## src/core/irq_prio_pkg.sv

```systemverilog
// Constants for the interrupt priority and autovector block
package irq_prio_pkg;
  // Source counts
  localparam int NUM_INT = 10;
  localparam int NUM_EXT = 4;
  localparam int NUM_SRC = 14;
  // Register offsets (word aligned byte addresses)
  localparam logic [7:0] OFS_SRC_CTRL0 = 8'h00;
  localparam logic [7:0] OFS_EXT_AUTOVECTOR_SELECT = 8'h28;
  localparam logic [7:0] OFS_LEVEL_ASSIGN = 8'h2C;
  localparam logic [7:0] OFS_MASK = 8'h30;
  localparam logic [7:0] OFS_PENDING = 8'h34;
  localparam logic [7:0] OFS_ACK_INFO = 8'h38;
  // Source control entry fields
  localparam int CTL_AUTOVECTOR_SELECT_BIT = 7;
  localparam int CTL_LVL_HI = 4;
  localparam int CTL_LVL_LO = 2;
  localparam int CTL_PRI_HI = 1;
  localparam int CTL_PRI_LO = 0;
  localparam logic [7:0] CTL_WR_MASK = 8'h9F;
  // Autovector control fields
  localparam int AV_BLOCK_BIT = 0;
  // External level assign bits
  localparam int ASSIGN_FIVE_BIT = 2;
  localparam int ASSIGN_THREE_BIT = 1;
  localparam int ASSIGN_ONE_BIT = 0;
  // Reset values
  localparam logic [7:0] CTL_RESET = 8'h00;
  localparam logic [7:0] AUTOVECTOR_SELECT_RESET = 8'h00;
  localparam logic [2:0] ASSIGN_RESET = 3'h0;
  localparam logic [13:0] MASK_RESET = 14'h3FFF;
  // Autovector offsets
  localparam logic [7:0] AUTOVEC_BASE = 8'h60;
  localparam logic [7:0] AUTOVEC_STEP = 8'h04;
  // Rank within a level: 0 = best
  localparam logic [2:0] RANK_EXT = 3'h2;
  localparam logic [2:0] RANK_NONE = 3'h7;
endpackage

```

## src/core/irq_sync2.sv

```systemverilog
// Two-stage synchroniser for one pin
`timescale 1ns/100ps
`default_nettype none
module irq_sync2 (
  // Clock and reset
  input wire logic clk,
  input wire logic sys_rst,
  // Pin in, level out
  input wire logic pin_in,
  output logic level_out
);
  logic meta_r;

  // First stage is read only by the second
  always_ff @(posedge clk or posedge sys_rst)
  begin
    if (sys_rst)
    begin
      meta_r <= 1'b0;
      level_out <= 1'b0;
    end
    else
    begin
      meta_r <= pin_in;
      level_out <= meta_r;
    end
  end
endmodule
`default_nettype wire

```

## src/core/irq_slot_rank.sv

```systemverilog
// Ranks one source: slot key where larger is served first
`timescale 1ns/100ps
`default_nettype none
module irq_slot_rank (
  // Source state
  input wire logic active,
  input wire logic [2:0] level,
  input wire logic [2:0] rank,
  // Key: level above, inverted rank below, zero when idle
  output logic [5:0] key
);
  // Level dominates rank, so 35 slots order cleanly
  always_comb
  begin
    if (active && (level != 3'h0))
      key = {level, 3'h4 - rank};
    else
      key = 6'h00;
  end
endmodule
`default_nettype wire

```

## src/core/irq_prio_ctrl.sv

```systemverilog
// Interrupt priority resolver with autovector selection
//
// Behaviour
// - Within a level: internal 11, 10, external pin, 01, 00.
// - Higher levels always beat lower levels; seven is highest, 35 slots.
// - Pin seven is fixed at level seven, between codes 10 and 01.
// - Pin five maps to level five, or four when assign bit two set.
// - Pin three maps to level three, or six when assign bit one set.
// - Pin one maps to level one, or two when assign bit zero set.
// - Internal three-bit level code is used as the level number directly.
// - Autovector control bits seven to one choose autovector per external level.
// - External autovector offset is 0x64 for level one, plus four per level.
// - Bit zero set blocks the bus cycle strobe during autovector acknowledge.
// - Per-level autovector bit counts only for a level the pins actually use.
// - Internal sources take autovector choice from their own control entry.
// - Entry holds autovector bit 7, level bits 4-2, priority bits 1-0.
// - Masked sources still record pending but raise no request to core.
`timescale 1ns/100ps
`default_nettype none
module irq_prio_ctrl (
  // Clock and reset
  input wire logic clk,
  input wire logic sys_rst,
  // Register port
  input wire logic [7:0] reg_addr,
  input wire logic [31:0] reg_wdata,
  input wire logic reg_wr,
  input wire logic reg_rd,
  output logic [31:0] reg_rdata,
  // Internal source request levels
  input wire logic [9:0] int_req,
  // External request pins, active low
  input wire logic ext_request_pin_seven_n,
  input wire logic ext_request_pin_five_n,
  input wire logic ext_request_pin_three_n,
  input wire logic ext_request_pin_one_n,
  // Core side
  output logic [2:0] core_level,
  input wire logic ack_req,
  input wire logic [2:0] ack_level,
  // Acknowledge answer
  output logic ack_done,
  output logic ack_autovec,
  output logic [7:0] ack_vec_offset,
  output logic [3:0] ack_source,
  output logic ack_none,
  output logic bus_cycle_strobe_block
);
  // ---------------------------------------------
  // Storage
  // ---------------------------------------------
  logic [7:0] source_priority_control_r [irq_prio_pkg::NUM_INT];
  logic [7:0] external_autovector_control_r;
  logic [2:0] external_level_assign_r;
  logic [13:0] mask_bits_r;
  logic [13:0] pending_bits_r;
  logic [3:0] ext_sync;
  logic [13:0] src_active;
  logic [2:0] src_level [irq_prio_pkg::NUM_SRC];
  logic [2:0] src_rank [irq_prio_pkg::NUM_SRC];
  logic [5:0] src_key [irq_prio_pkg::NUM_SRC];
  logic [5:0] best_key;
  logic [3:0] best_idx;
  logic [5:0] ack_key;
  logic [3:0] ack_idx;
  logic ack_hit;
  logic ack_av_sel;
  logic [7:0] ack_off_nxt;
  logic [31:0] rdata_nxt;

  // ---------------------------------------------
  // Pin synchronisers (pins are active low)
  // ---------------------------------------------
  irq_sync2 u_sync_seven (
    .clk(clk),
    .sys_rst(sys_rst),
    .pin_in(~ext_request_pin_seven_n),
    .level_out(ext_sync[3])
  );
  irq_sync2 u_sync_five (
    .clk(clk),
    .sys_rst(sys_rst),
    .pin_in(~ext_request_pin_five_n),
    .level_out(ext_sync[2])
  );
  irq_sync2 u_sync_three (
    .clk(clk),
    .sys_rst(sys_rst),
    .pin_in(~ext_request_pin_three_n),
    .level_out(ext_sync[1])
  );
  irq_sync2 u_sync_one (
    .clk(clk),
    .sys_rst(sys_rst),
    .pin_in(~ext_request_pin_one_n),
    .level_out(ext_sync[0])
  );

  // ---------------------------------------------
  // Register writes
  // ---------------------------------------------
  // Source control entries; reserved bits 6-5 kept clear
  always_ff @(posedge clk or posedge sys_rst)
  begin
    if (sys_rst)
    begin
      for (int i = 0; i < irq_prio_pkg::NUM_INT; i++)
        source_priority_control_r[i] <= irq_prio_pkg::CTL_RESET;
    end
    else if (reg_wr)
    begin
      for (int i = 0; i < irq_prio_pkg::NUM_INT; i++)
        if (reg_addr == irq_prio_pkg::OFS_SRC_CTRL0 + 8'(4 * i))
          source_priority_control_r[i] <= reg_wdata[7:0] & irq_prio_pkg::CTL_WR_MASK;
    end
  end

  // Autovector control, level assign and mask
  always_ff @(posedge clk or posedge sys_rst)
  begin
    if (sys_rst)
    begin
      external_autovector_control_r <= irq_prio_pkg::AUTOVECTOR_SELECT_RESET;
      external_level_assign_r <= irq_prio_pkg::ASSIGN_RESET;
      mask_bits_r <= irq_prio_pkg::MASK_RESET;
    end
    else if (reg_wr)
    begin
      if (reg_addr == irq_prio_pkg::OFS_EXT_AUTOVECTOR_SELECT)
        external_autovector_control_r <= reg_wdata[7:0];
      if (reg_addr == irq_prio_pkg::OFS_LEVEL_ASSIGN)
        external_level_assign_r <= reg_wdata[2:0];
      if (reg_addr == irq_prio_pkg::OFS_MASK)
        mask_bits_r <= reg_wdata[13:0];
    end
  end

  // Pending samples every source each clock, mask or not
  always_ff @(posedge clk or posedge sys_rst)
  begin
    if (sys_rst)
      pending_bits_r <= 14'h0000;
    else
      pending_bits_r <= {ext_sync, int_req};
  end

  // ---------------------------------------------
  // Slot mapping per source
  // ---------------------------------------------
  // Internal: level code is the level, rank from priority code
  always_comb
  begin
    for (int i = 0; i < irq_prio_pkg::NUM_INT; i++)
    begin
      src_level[i] = source_priority_control_r[i][irq_prio_pkg::CTL_LVL_HI:irq_prio_pkg::CTL_LVL_LO];
      // 11 -> 0, 10 -> 1, 01 -> 3, 00 -> 4; rank 2 left for the pin
      case (source_priority_control_r[i][irq_prio_pkg::CTL_PRI_HI:irq_prio_pkg::CTL_PRI_LO])
        2'b11: src_rank[i] = 3'h0;
        2'b10: src_rank[i] = 3'h1;
        2'b01: src_rank[i] = 3'h3;
        default: src_rank[i] = 3'h4;
      endcase
    end
    // External pins sit between codes 10 and 01
    src_level[10] = 3'h1 + {2'b00, external_level_assign_r[irq_prio_pkg::ASSIGN_ONE_BIT]};
    src_level[11] = external_level_assign_r[irq_prio_pkg::ASSIGN_THREE_BIT] ? 3'h6 : 3'h3;
    src_level[12] = external_level_assign_r[irq_prio_pkg::ASSIGN_FIVE_BIT] ? 3'h4 : 3'h5;
    src_level[13] = 3'h7;
    for (int e = 10; e < irq_prio_pkg::NUM_SRC; e++)
      src_rank[e] = irq_prio_pkg::RANK_EXT;
  end

  // Masked sources never reach the resolver
  assign src_active = pending_bits_r & ~mask_bits_r;

  genvar g;
  generate
    for (g = 0; g < irq_prio_pkg::NUM_SRC; g++)
    begin : g_rank
      irq_slot_rank u_rank (
        .active(src_active[g]),
        .level(src_level[g]),
        .rank(src_rank[g]),
        .key(src_key[g])
      );
    end
  endgenerate

  // ---------------------------------------------
  // Resolution
  // ---------------------------------------------
  // Overall winner: largest key, level first
  always_comb
  begin
    best_key = 6'h00;
    best_idx = 4'h0;
    for (int i = 0; i < irq_prio_pkg::NUM_SRC; i++)
      if (src_key[i] > best_key)
      begin
        best_key = src_key[i];
        best_idx = 4'(i);
      end
  end

  // Winner restricted to the acknowledged level
  always_comb
  begin
    ack_key = 6'h00;
    ack_idx = 4'h0;
    for (int i = 0; i < irq_prio_pkg::NUM_SRC; i++)
      if ((src_key[i] > ack_key) && (src_key[i][5:3] == ack_level))
      begin
        ack_key = src_key[i];
        ack_idx = 4'(i);
      end
  end
  assign ack_hit = (ack_key != 6'h00);

  // Autovector choice: own entry for internal, per-level bit for pins
  always_comb
  begin
    if (ack_idx < 4'(irq_prio_pkg::NUM_INT))
      ack_av_sel = source_priority_control_r[ack_idx][irq_prio_pkg::CTL_AUTOVECTOR_SELECT_BIT];
    else
      // Pin level follows the assignment, so only an enabled level is consulted
      ack_av_sel = external_autovector_control_r[src_level[ack_idx]];
    ack_off_nxt = irq_prio_pkg::AUTOVEC_BASE + 8'(src_level[ack_idx]) * irq_prio_pkg::AUTOVEC_STEP;
  end

  // Level to the core, registered
  always_ff @(posedge clk or posedge sys_rst)
  begin
    if (sys_rst)
      core_level <= 3'h0;
    else
      core_level <= best_key[5:3];
  end

  // Acknowledge answer, one cycle after ack_req
  always_ff @(posedge clk or posedge sys_rst)
  begin
    if (sys_rst)
    begin
      ack_done <= 1'b0;
      ack_autovec <= 1'b0;
      ack_vec_offset <= 8'h00;
      ack_source <= 4'h0;
      ack_none <= 1'b0;
      bus_cycle_strobe_block <= 1'b0;
    end
    else
    begin
      ack_done <= ack_req;
      if (ack_req)
      begin
        ack_none <= ~ack_hit;
        ack_source <= ack_idx;
        ack_autovec <= ack_hit & ack_av_sel;
        ack_vec_offset <= (ack_hit & ack_av_sel) ? ack_off_nxt : 8'h00;
        // Strobe blocked only for an autovector cycle
        bus_cycle_strobe_block <= ack_hit & ack_av_sel
          & external_autovector_control_r[irq_prio_pkg::AV_BLOCK_BIT];
      end
      else
        bus_cycle_strobe_block <= 1'b0;
    end
  end

  // ---------------------------------------------
  // Register reads
  // ---------------------------------------------
  // Unmapped addresses read zero
  always_comb
  begin
    rdata_nxt = 32'h0000_0000;
    for (int i = 0; i < irq_prio_pkg::NUM_INT; i++)
      if (reg_addr == irq_prio_pkg::OFS_SRC_CTRL0 + 8'(4 * i))
        rdata_nxt = {24'h000000, source_priority_control_r[i]};
    case (reg_addr)
      irq_prio_pkg::OFS_EXT_AUTOVECTOR_SELECT: rdata_nxt = {24'h000000, external_autovector_control_r};
      irq_prio_pkg::OFS_LEVEL_ASSIGN: rdata_nxt = {29'h0, external_level_assign_r};
      irq_prio_pkg::OFS_MASK: rdata_nxt = {18'h0, mask_bits_r};
      irq_prio_pkg::OFS_PENDING: rdata_nxt = {18'h0, pending_bits_r};
      irq_prio_pkg::OFS_ACK_INFO: rdata_nxt = {22'h0, best_idx, best_key};
      default: rdata_nxt = rdata_nxt;
    endcase
  end

  // Read data stand one cycle after the strobe only
  always_ff @(posedge clk or posedge sys_rst)
  begin
    if (sys_rst)
      reg_rdata <= 32'h0000_0000;
    else if (reg_rd)
      reg_rdata <= rdata_nxt;
    else
      reg_rdata <= 32'h0000_0000;
  end
endmodule
`default_nettype wire

```

## config.mk

```make
export PLATFORM = sky130hd
export DESIGN_NAME = irq_prio_ctrl
export DESIGN_NICKNAME = d
export VERILOG_FILES = /design/src/core/irq_prio_pkg.sv /design/src/core/irq_sync2.sv /design/src/core/irq_slot_rank.sv /design/src/core/irq_prio_ctrl.sv
export SDC_FILE = /design/constraint.sdc
export NUM_CORES = 1
export LEC_CHECK = 0
export BUFFER_PORTS_ARGS = -buffer_cell sky130_fd_sc_hd__clkbuf_2
export CAP_MARGIN = 10
export CORE_UTILIZATION = 55
export DETAILED_ROUTE_END_ITERATION = 8
export GPL_TIMING_DRIVEN = 0
export HOLD_SLACK_MARGIN = 0.03
export PLACE_DENSITY = 0.74
export SLEW_MARGIN = 20
export SYNTH_ARGS = -nofsm -noshare
export SYNTH_HDL_FRONTEND = slang
export SYNTH_SLANG_ARGS = --single-unit
```

## constraint.sdc

```tcl
create_clock -name clk -period 65.7 [get_ports clk]
set_input_delay 9.855 -clock clk [delete_from_list [all_inputs] [get_ports clk]]
set_output_delay 9.855 -clock clk [all_outputs]
set_load 0.03 [all_outputs]
```

# Yosys cells after proc, flatten, opt, wreduce, memory -nomap -nowiden

Cells that the tools add are included.

Output and inout port bits: 51
Register bits after elaboration: 158

Equal/unequal tests: 58
Reductions and logical operators: 55
Add/sub/neg operators: 12
Bitwise gates (word level): 10
$lt $le $gt $ge: 30
Muxes and demuxes: 103

Operator list:

| kind                  | count |
|---|---|
| $mux W32              | 10 |
| $mux W6               | 41 |
| $pmux W32 S5          | 1 |
| $gt A6 B6 Y1          | 26 |
| $mux W4               | 24 |
| $pmux W3 S3           | 10 |
| $eq A8 B6 Y1 const B  | 7 |
| $eq A3 B3 Y1          | 14 |
| $eq A2 B2 Y1 const B  | 20 |
| $reduce_bool A3 Y1    | 13 |
| $bmux W8 S4           | 1 |
| $eq A8 B5 Y1 const B  | 4 |
| $mux W8               | 4 |
| $sub A3 B3 Y3 const A | 10 |
| $logic_and A1 B1 Y1   | 27 |
| $reduce_and A2 Y1     | 13 |
| $eq A2 B1 Y1 const B  | 10 |
| $eq A8 B4 Y1 const B  | 2 |
| $and A14 B14 Y14      | 1 |
| $not A14 Y14          | 1 |
| $bmux W3 S4           | 1 |
| $mux W3               | 3 |
| $add A7 B5 Y8 const A | 1 |
| $eq A8 B3 Y1 const B  | 1 |
| 13 further kinds      | 23 |

# Longest topological paths before layout

Word-level depth: 56
Mapped depth: 132

# Cells and area by module

Synthesis repeated with hierarchy kept, for this count alone.

Cell total of the unflattened synthesis: 1744
Area, all modules: 14933.1 µm²

By module, submodules not included:

| module        | instances | cells an instance | area an instance (µm²) |
|---|---|---|---|
| irq_prio_ctrl | 1         | 1578              | 13614.3 |
| irq_slot_rank | 14        | 11                | 78.8 |
| irq_sync2     | 4         | 3                 | 53.8 |

# Worst setup path after synthesis

OpenSTA, ideal clock, no wires.

Kind: input to register
From: in ack_level[2]
To: reg ack_vec_offset[2]
Data required time: 65566 ps
Cell stages on the path: 110
Path buffers: 5
Setup slack: 33397 ps
Setup time: 134 ps
Arrival: 32168 ps
Cells stage by stage: or3b_1 a211o_1 a21oi_1 nand3_1 ha_1 and4_1 o21ai_0 a32oi_1 nand2_1 mux2_2 ha_1 a21oi_1 maj3_1 o311ai_1 a221o_1 nand2_2 o21ai_0 ha_1 [74 not listed] mux2_2 ha_1 and2_1 o21ai_0 o21ai_0 nor2_1 a21oi_1 ha_1 and4_1 a221oi_4 nor3_2 buf_2 mux2_1 mux2_2 a211o_1 and4b_1 a32oi_1 o31ai_1

Word-level cells in the longest chain between the ends: 51

Ends and longest elaborated chain:

| what                                        | RTL line                                                         | RTL |
|---|---|---|
| start, declared                             | irq_prio_ctrl.sv:40                                              | `input wire logic [2:0] ack_level,` |
| $eq A3 B3 Y1                                | irq_prio_ctrl.sv:211                                             | `if ((src_key[i] > ack_key) && (src_key[i][5:3] == ack_level))` |
| $logic_and A1 B1 Y1                         | irq_prio_ctrl.sv:211                                             |  |
| $mux W6                                     | irq_prio_ctrl.sv:211                                             |  |
| $gt A6 B6 Y1                                | irq_prio_ctrl.sv:211                                             |  |
| $logic_and A1 B1 Y1                         | irq_prio_ctrl.sv:211                                             |  |
| $mux W6                                     | irq_prio_ctrl.sv:211                                             |  |
| $gt A6 B6 Y1                                | irq_prio_ctrl.sv:211                                             |  |
| $logic_and A1 B1 Y1                         | irq_prio_ctrl.sv:211                                             |  |
| [34 not listed]                             | --                                                               |  |
| $not A4 Y5 (not written as such)            | irq_prio_ctrl.sv:223, irq_prio_ctrl.sv:226, irq_prio_ctrl.sv:227 |  |
| $bmux W3 S4                                 | irq_prio_ctrl.sv:226, irq_prio_ctrl.sv:227                       |  |
| $mux W3 (not written as such) (2 in series) | irq_prio_ctrl.sv:226, irq_prio_ctrl.sv:227                       |  |
| $bmux W1 S3                                 | irq_prio_ctrl.sv:226                                             | `ack_av_sel = external_autovector_control_r[src_level[ack_idx]];` |
| $mux W1 (not written as such)               | irq_prio_ctrl.sv:226                                             |  |
| $mux W1                                     | irq_prio_ctrl.sv:222                                             | `if (ack_idx < 4'(irq_prio_pkg::NUM_INT))` |
| $and A1 B1 Y1                               | irq_prio_ctrl.sv:259                                             | `ack_vec_offset <= (ack_hit & ack_av_sel) ? ack_off_nxt : 8'h00;` |
| $mux W8 (*)                                 | irq_prio_ctrl.sv:259                                             |  |
| end signal, assigned                        | irq_prio_ctrl.sv:259                                             |  |
| end, declared                               | irq_prio_ctrl.sv:44                                              | `output logic [7:0] ack_vec_offset,` |

Mark *: on every way between the ends. The rest lies on a longest branch, timed or not. The select of a mux whose other input is x is not followed.
A chain may end at the register's enable or synchronous reset.

# Worst setup path after layout

From: in ack_level[0]
To: reg ack_vec_offset[2]

The elaborated chain is that of the path after synthesis.

==> results.md <==
- Synth warnings: 0
- Slew @ Worst Pin: between 1 and 1.5 ns
- Startpoint Class: input port
- Root Driver: clkbuf_16
- DIE HEIGHT: around 160 µm
- CP bufs+invs: 10
- Status: finished, final reports clean
- Post-Synth XOR/XNOR Area: 0.02376
- Largest family of logic cells by synthesized area: compound AO/OA/AOI/OAI gates
- Die area: 0.02534 mm²
- Row count: 57
- Syn Inst Count: roughly 1600
- Htree depth: 4
- Cell repeated most along the worst path: ha_1
- Synth Area in Simple Gates: 0.1945
- DRT Pass-1 Iters: 9
- Antenna cells: 0
- Synth cell types: 106
- Worst hold path class: reg2reg
- Initial antenna violation count: 0
- GRT Total Usage: 0.3301
- Unrepaired setup endpoints after global routing: no
- Vias in the first global route: 12289
- DP HPWL: 32.82 mm
- Port buffer count: 73
- Core footprint: 0.02425 mm²
- Placed Area: 0.01447 mm²
- Die X: 159.2 µm
- Critical Path Sink Type: flip-flop
- Final antenna-violating net count: 0
- Post-Synthesis Cell Area: between 0.01 and 0.015 mm²
- Cell family contributing the most delay on the critical path: compound AO/OA/AOI/OAI gates
- Post-route insts no fill: ~2000
- Area growth from synthesis to layout: 10.78%
- Pins Over Slew Limit: 0
- Worst skew pair latency: 0.43 ns
- Total grt overflow: 0
- CTS buffer count: 17
- Io pins: roughly 110
- Crit Path Max Fanout: 10
- Max-cap violations: 0
- Register area share after synthesis: 0.2499
- Setup Skew: between 0.01 and 0.015 ns
- Global-route wire length before repair: 66.32 mm
- Final cycle utilization of the critical path: 0.5569
- Synth Area in Compound Gates: 0.2008
- Final wirelength: about 42 mm
- Post-synthesis adder-cell area fraction: 0.1304
- DR vias/cell: 6.383
- Final net count: approximately 1900
- Post-route DRC: 0
- Crit-path slowest cell: clkbuf_1
- EDFF count, synth: 0
- Post-synthesis register bit count: around 140
- CP peak stage delay: 0.66 ns
- Resize count post-CTS: 0
- CTS tree: done
- Async S/R FF share, synth: 1.000
- Dpl cells: 1998
- WP data arrival: between 30 and 40 ns
- Post-CTS setup buffer count: 0
- Critical Setup Path Class: in2reg
- Worst-path clk slew: ~0.070 ns
- Setup crit start: ack_level[0]
- Largest net degree at the start of global routing: around 80
- Drt wl/cell: between 20 and 25 µm
- Starting Density: 0.5603
- Num Clock Sinks: around 140
- Most common flop cell mapped by yosys: dfrtp_1
- Hold_buf cts: 0
- Placer's final routability congestion estimate: around 0.94
- Clock Path Buffers: 2
- Cell area after layout: between 0.015 and 0.02 mm²
- Final core utilization: 0.6207
- Final setup viols: 0
- Max_slew headroom: 0.2268
- Fraction of final layout cells sized beyond drive strength 1: 0.1999
- TNS Setup: 0 ns
- 1st-iter DRT viols: 1233
- CP Data Required Time: ~66 ns
- Worst R2R Start: source_priority_control_r[76]
- Achievable Freq: between 20 and 30 MHz
- Multiplexer area fraction after synthesis: 0.1444
- Hold Crit Start: u_sync_five.meta_r
- Final hold vios: 0
- Syn avg cell area: around 8.6 µm²
- Via count: ~13000
- Fin crit period: about 37 ns
path summary, 6_finish.rpt:
kind,slack (ns),cells past startpoint,to
setup / recovery,29.11,112,ack_vec_offset[2]
hold / removal,0.35,0,u_sync_five.level_out
setup reg to reg,38.31,112,ack_vec_offset[2]
hold reg to reg,0.35,0,u_sync_five.level_out
max in group asynchronous,55.51,3,mask_bits_r[11]
min in group asynchronous,9.43,2,source_priority_control_r[58]
cell usage after synthesis, types with 23 or more instances:
| master | instances | share of area |
|---|---|---|
| nand2_1 | 194 | 0.054 |
| ha_1 | 140 | 0.13 |
| mux2_2 | 136 | 0.11 |
| dfrtp_1 | 121 | 0.22 |
| inv_1 | 102 | 0.028 |
| o21ai_0 | 91 | 0.034 |
| nor2_1 | 89 | 0.025 |
| a21oi_1 | 83 | 0.031 |
| nand3_1 | 53 | 0.020 |
| nor2b_1 | 40 | 0.018 |
| mux2i_1 | 34 | 0.025 |
| nor3_1 | 29 | 0.011 |
| clkbuf_1 | 28 | 0.0077 |
| nand2b_1 | 28 | 0.013 |
| buf_4 | 24 | 0.013 |
| nand4_1 | 24 | 0.011 |
| xnor2_1 | 23 | 0.015 |
metrics by stage:
stage / setup WS (ns) / hold slack (ns)
floorplan: 33.40 / 0.3312
global placement: 29.55 / 0.3317
detailed placement: 29.30 / 0.3362
CTS: 29.59 / 0.3508
global route: 27.22 / 0.3626
finish: 29.11 / 0.3476
registers in the layout, indices dropped and copies added (netlist names), 3 cells and up:
signal and count:
ack_source 4, ack_vec_offset 4, core_level 3, external_autovector_control_r 8, external_level_assign_r 3, mask_bits_r 14, pending_bits_r 14, reg_rdata 14
source_priority_control_r 60
layout by cell type (no fill, tap or decap), types with 29 or more instances in the layout:
cell,n
nand2_1,194
ha_1,140
mux2_2,136
dfrtp_1,121
inv_1,101
o21ai_0,91
nor2_1,89
a21oi_1,83
clkbuf_2,73
nand3_1,53
nor2b_1,40
mux2i_1,34
nor3_1,29
area by class of cell:
type                    count  area, µm²
well taps                 324      405.4
multi-input cells        1295       9507
clock buffers              18      439.2
plain buffers              65      365.4
inverters                 105      401.6
clock inverters            14      145.1
fillers                  2134       9196
repair buffers             74      392.9
flip-flops and latches    135       3396
logic make-up (layout without fill, tap and decap cells):
group                    count (synthesis)  count (layout)
AO/OA/AOI/OAI                          384             384
XOR/XNOR                                36              36
adder cells (fa/ha/maj)                142             142
buffers and inverters                  170             276
flip-flops                             135             135
multiplexers                           175             175
other                                    1              21
AND/OR/NAND/NOR                        537             537
worst register-to-register path, delay by kind of cell, from the launching register on:
family                     cells  cell delay [ns]
and+or+nand+nor               29             6.01
AOI/OAI and AO/OA             52            11.97
DFF                            1             0.36
adders and majority gates     14             4.41
muxes                          8             2.90
buffers and inverters          9             1.60
per-layer routing:
layer	global-route usage	part of all wire	vias to the layer above
li1	-	-	6010
met1	0.4533	0.44	6226
met2	0.5277	0.45	609
met3	0.04793	0.077	113
met4	0.1228	0.036	0
met5	0	0	-
Power is left out: the tool's default activity adds up to more than one toggle a clock period on the data nets, which glitch-free logic cannot reach.
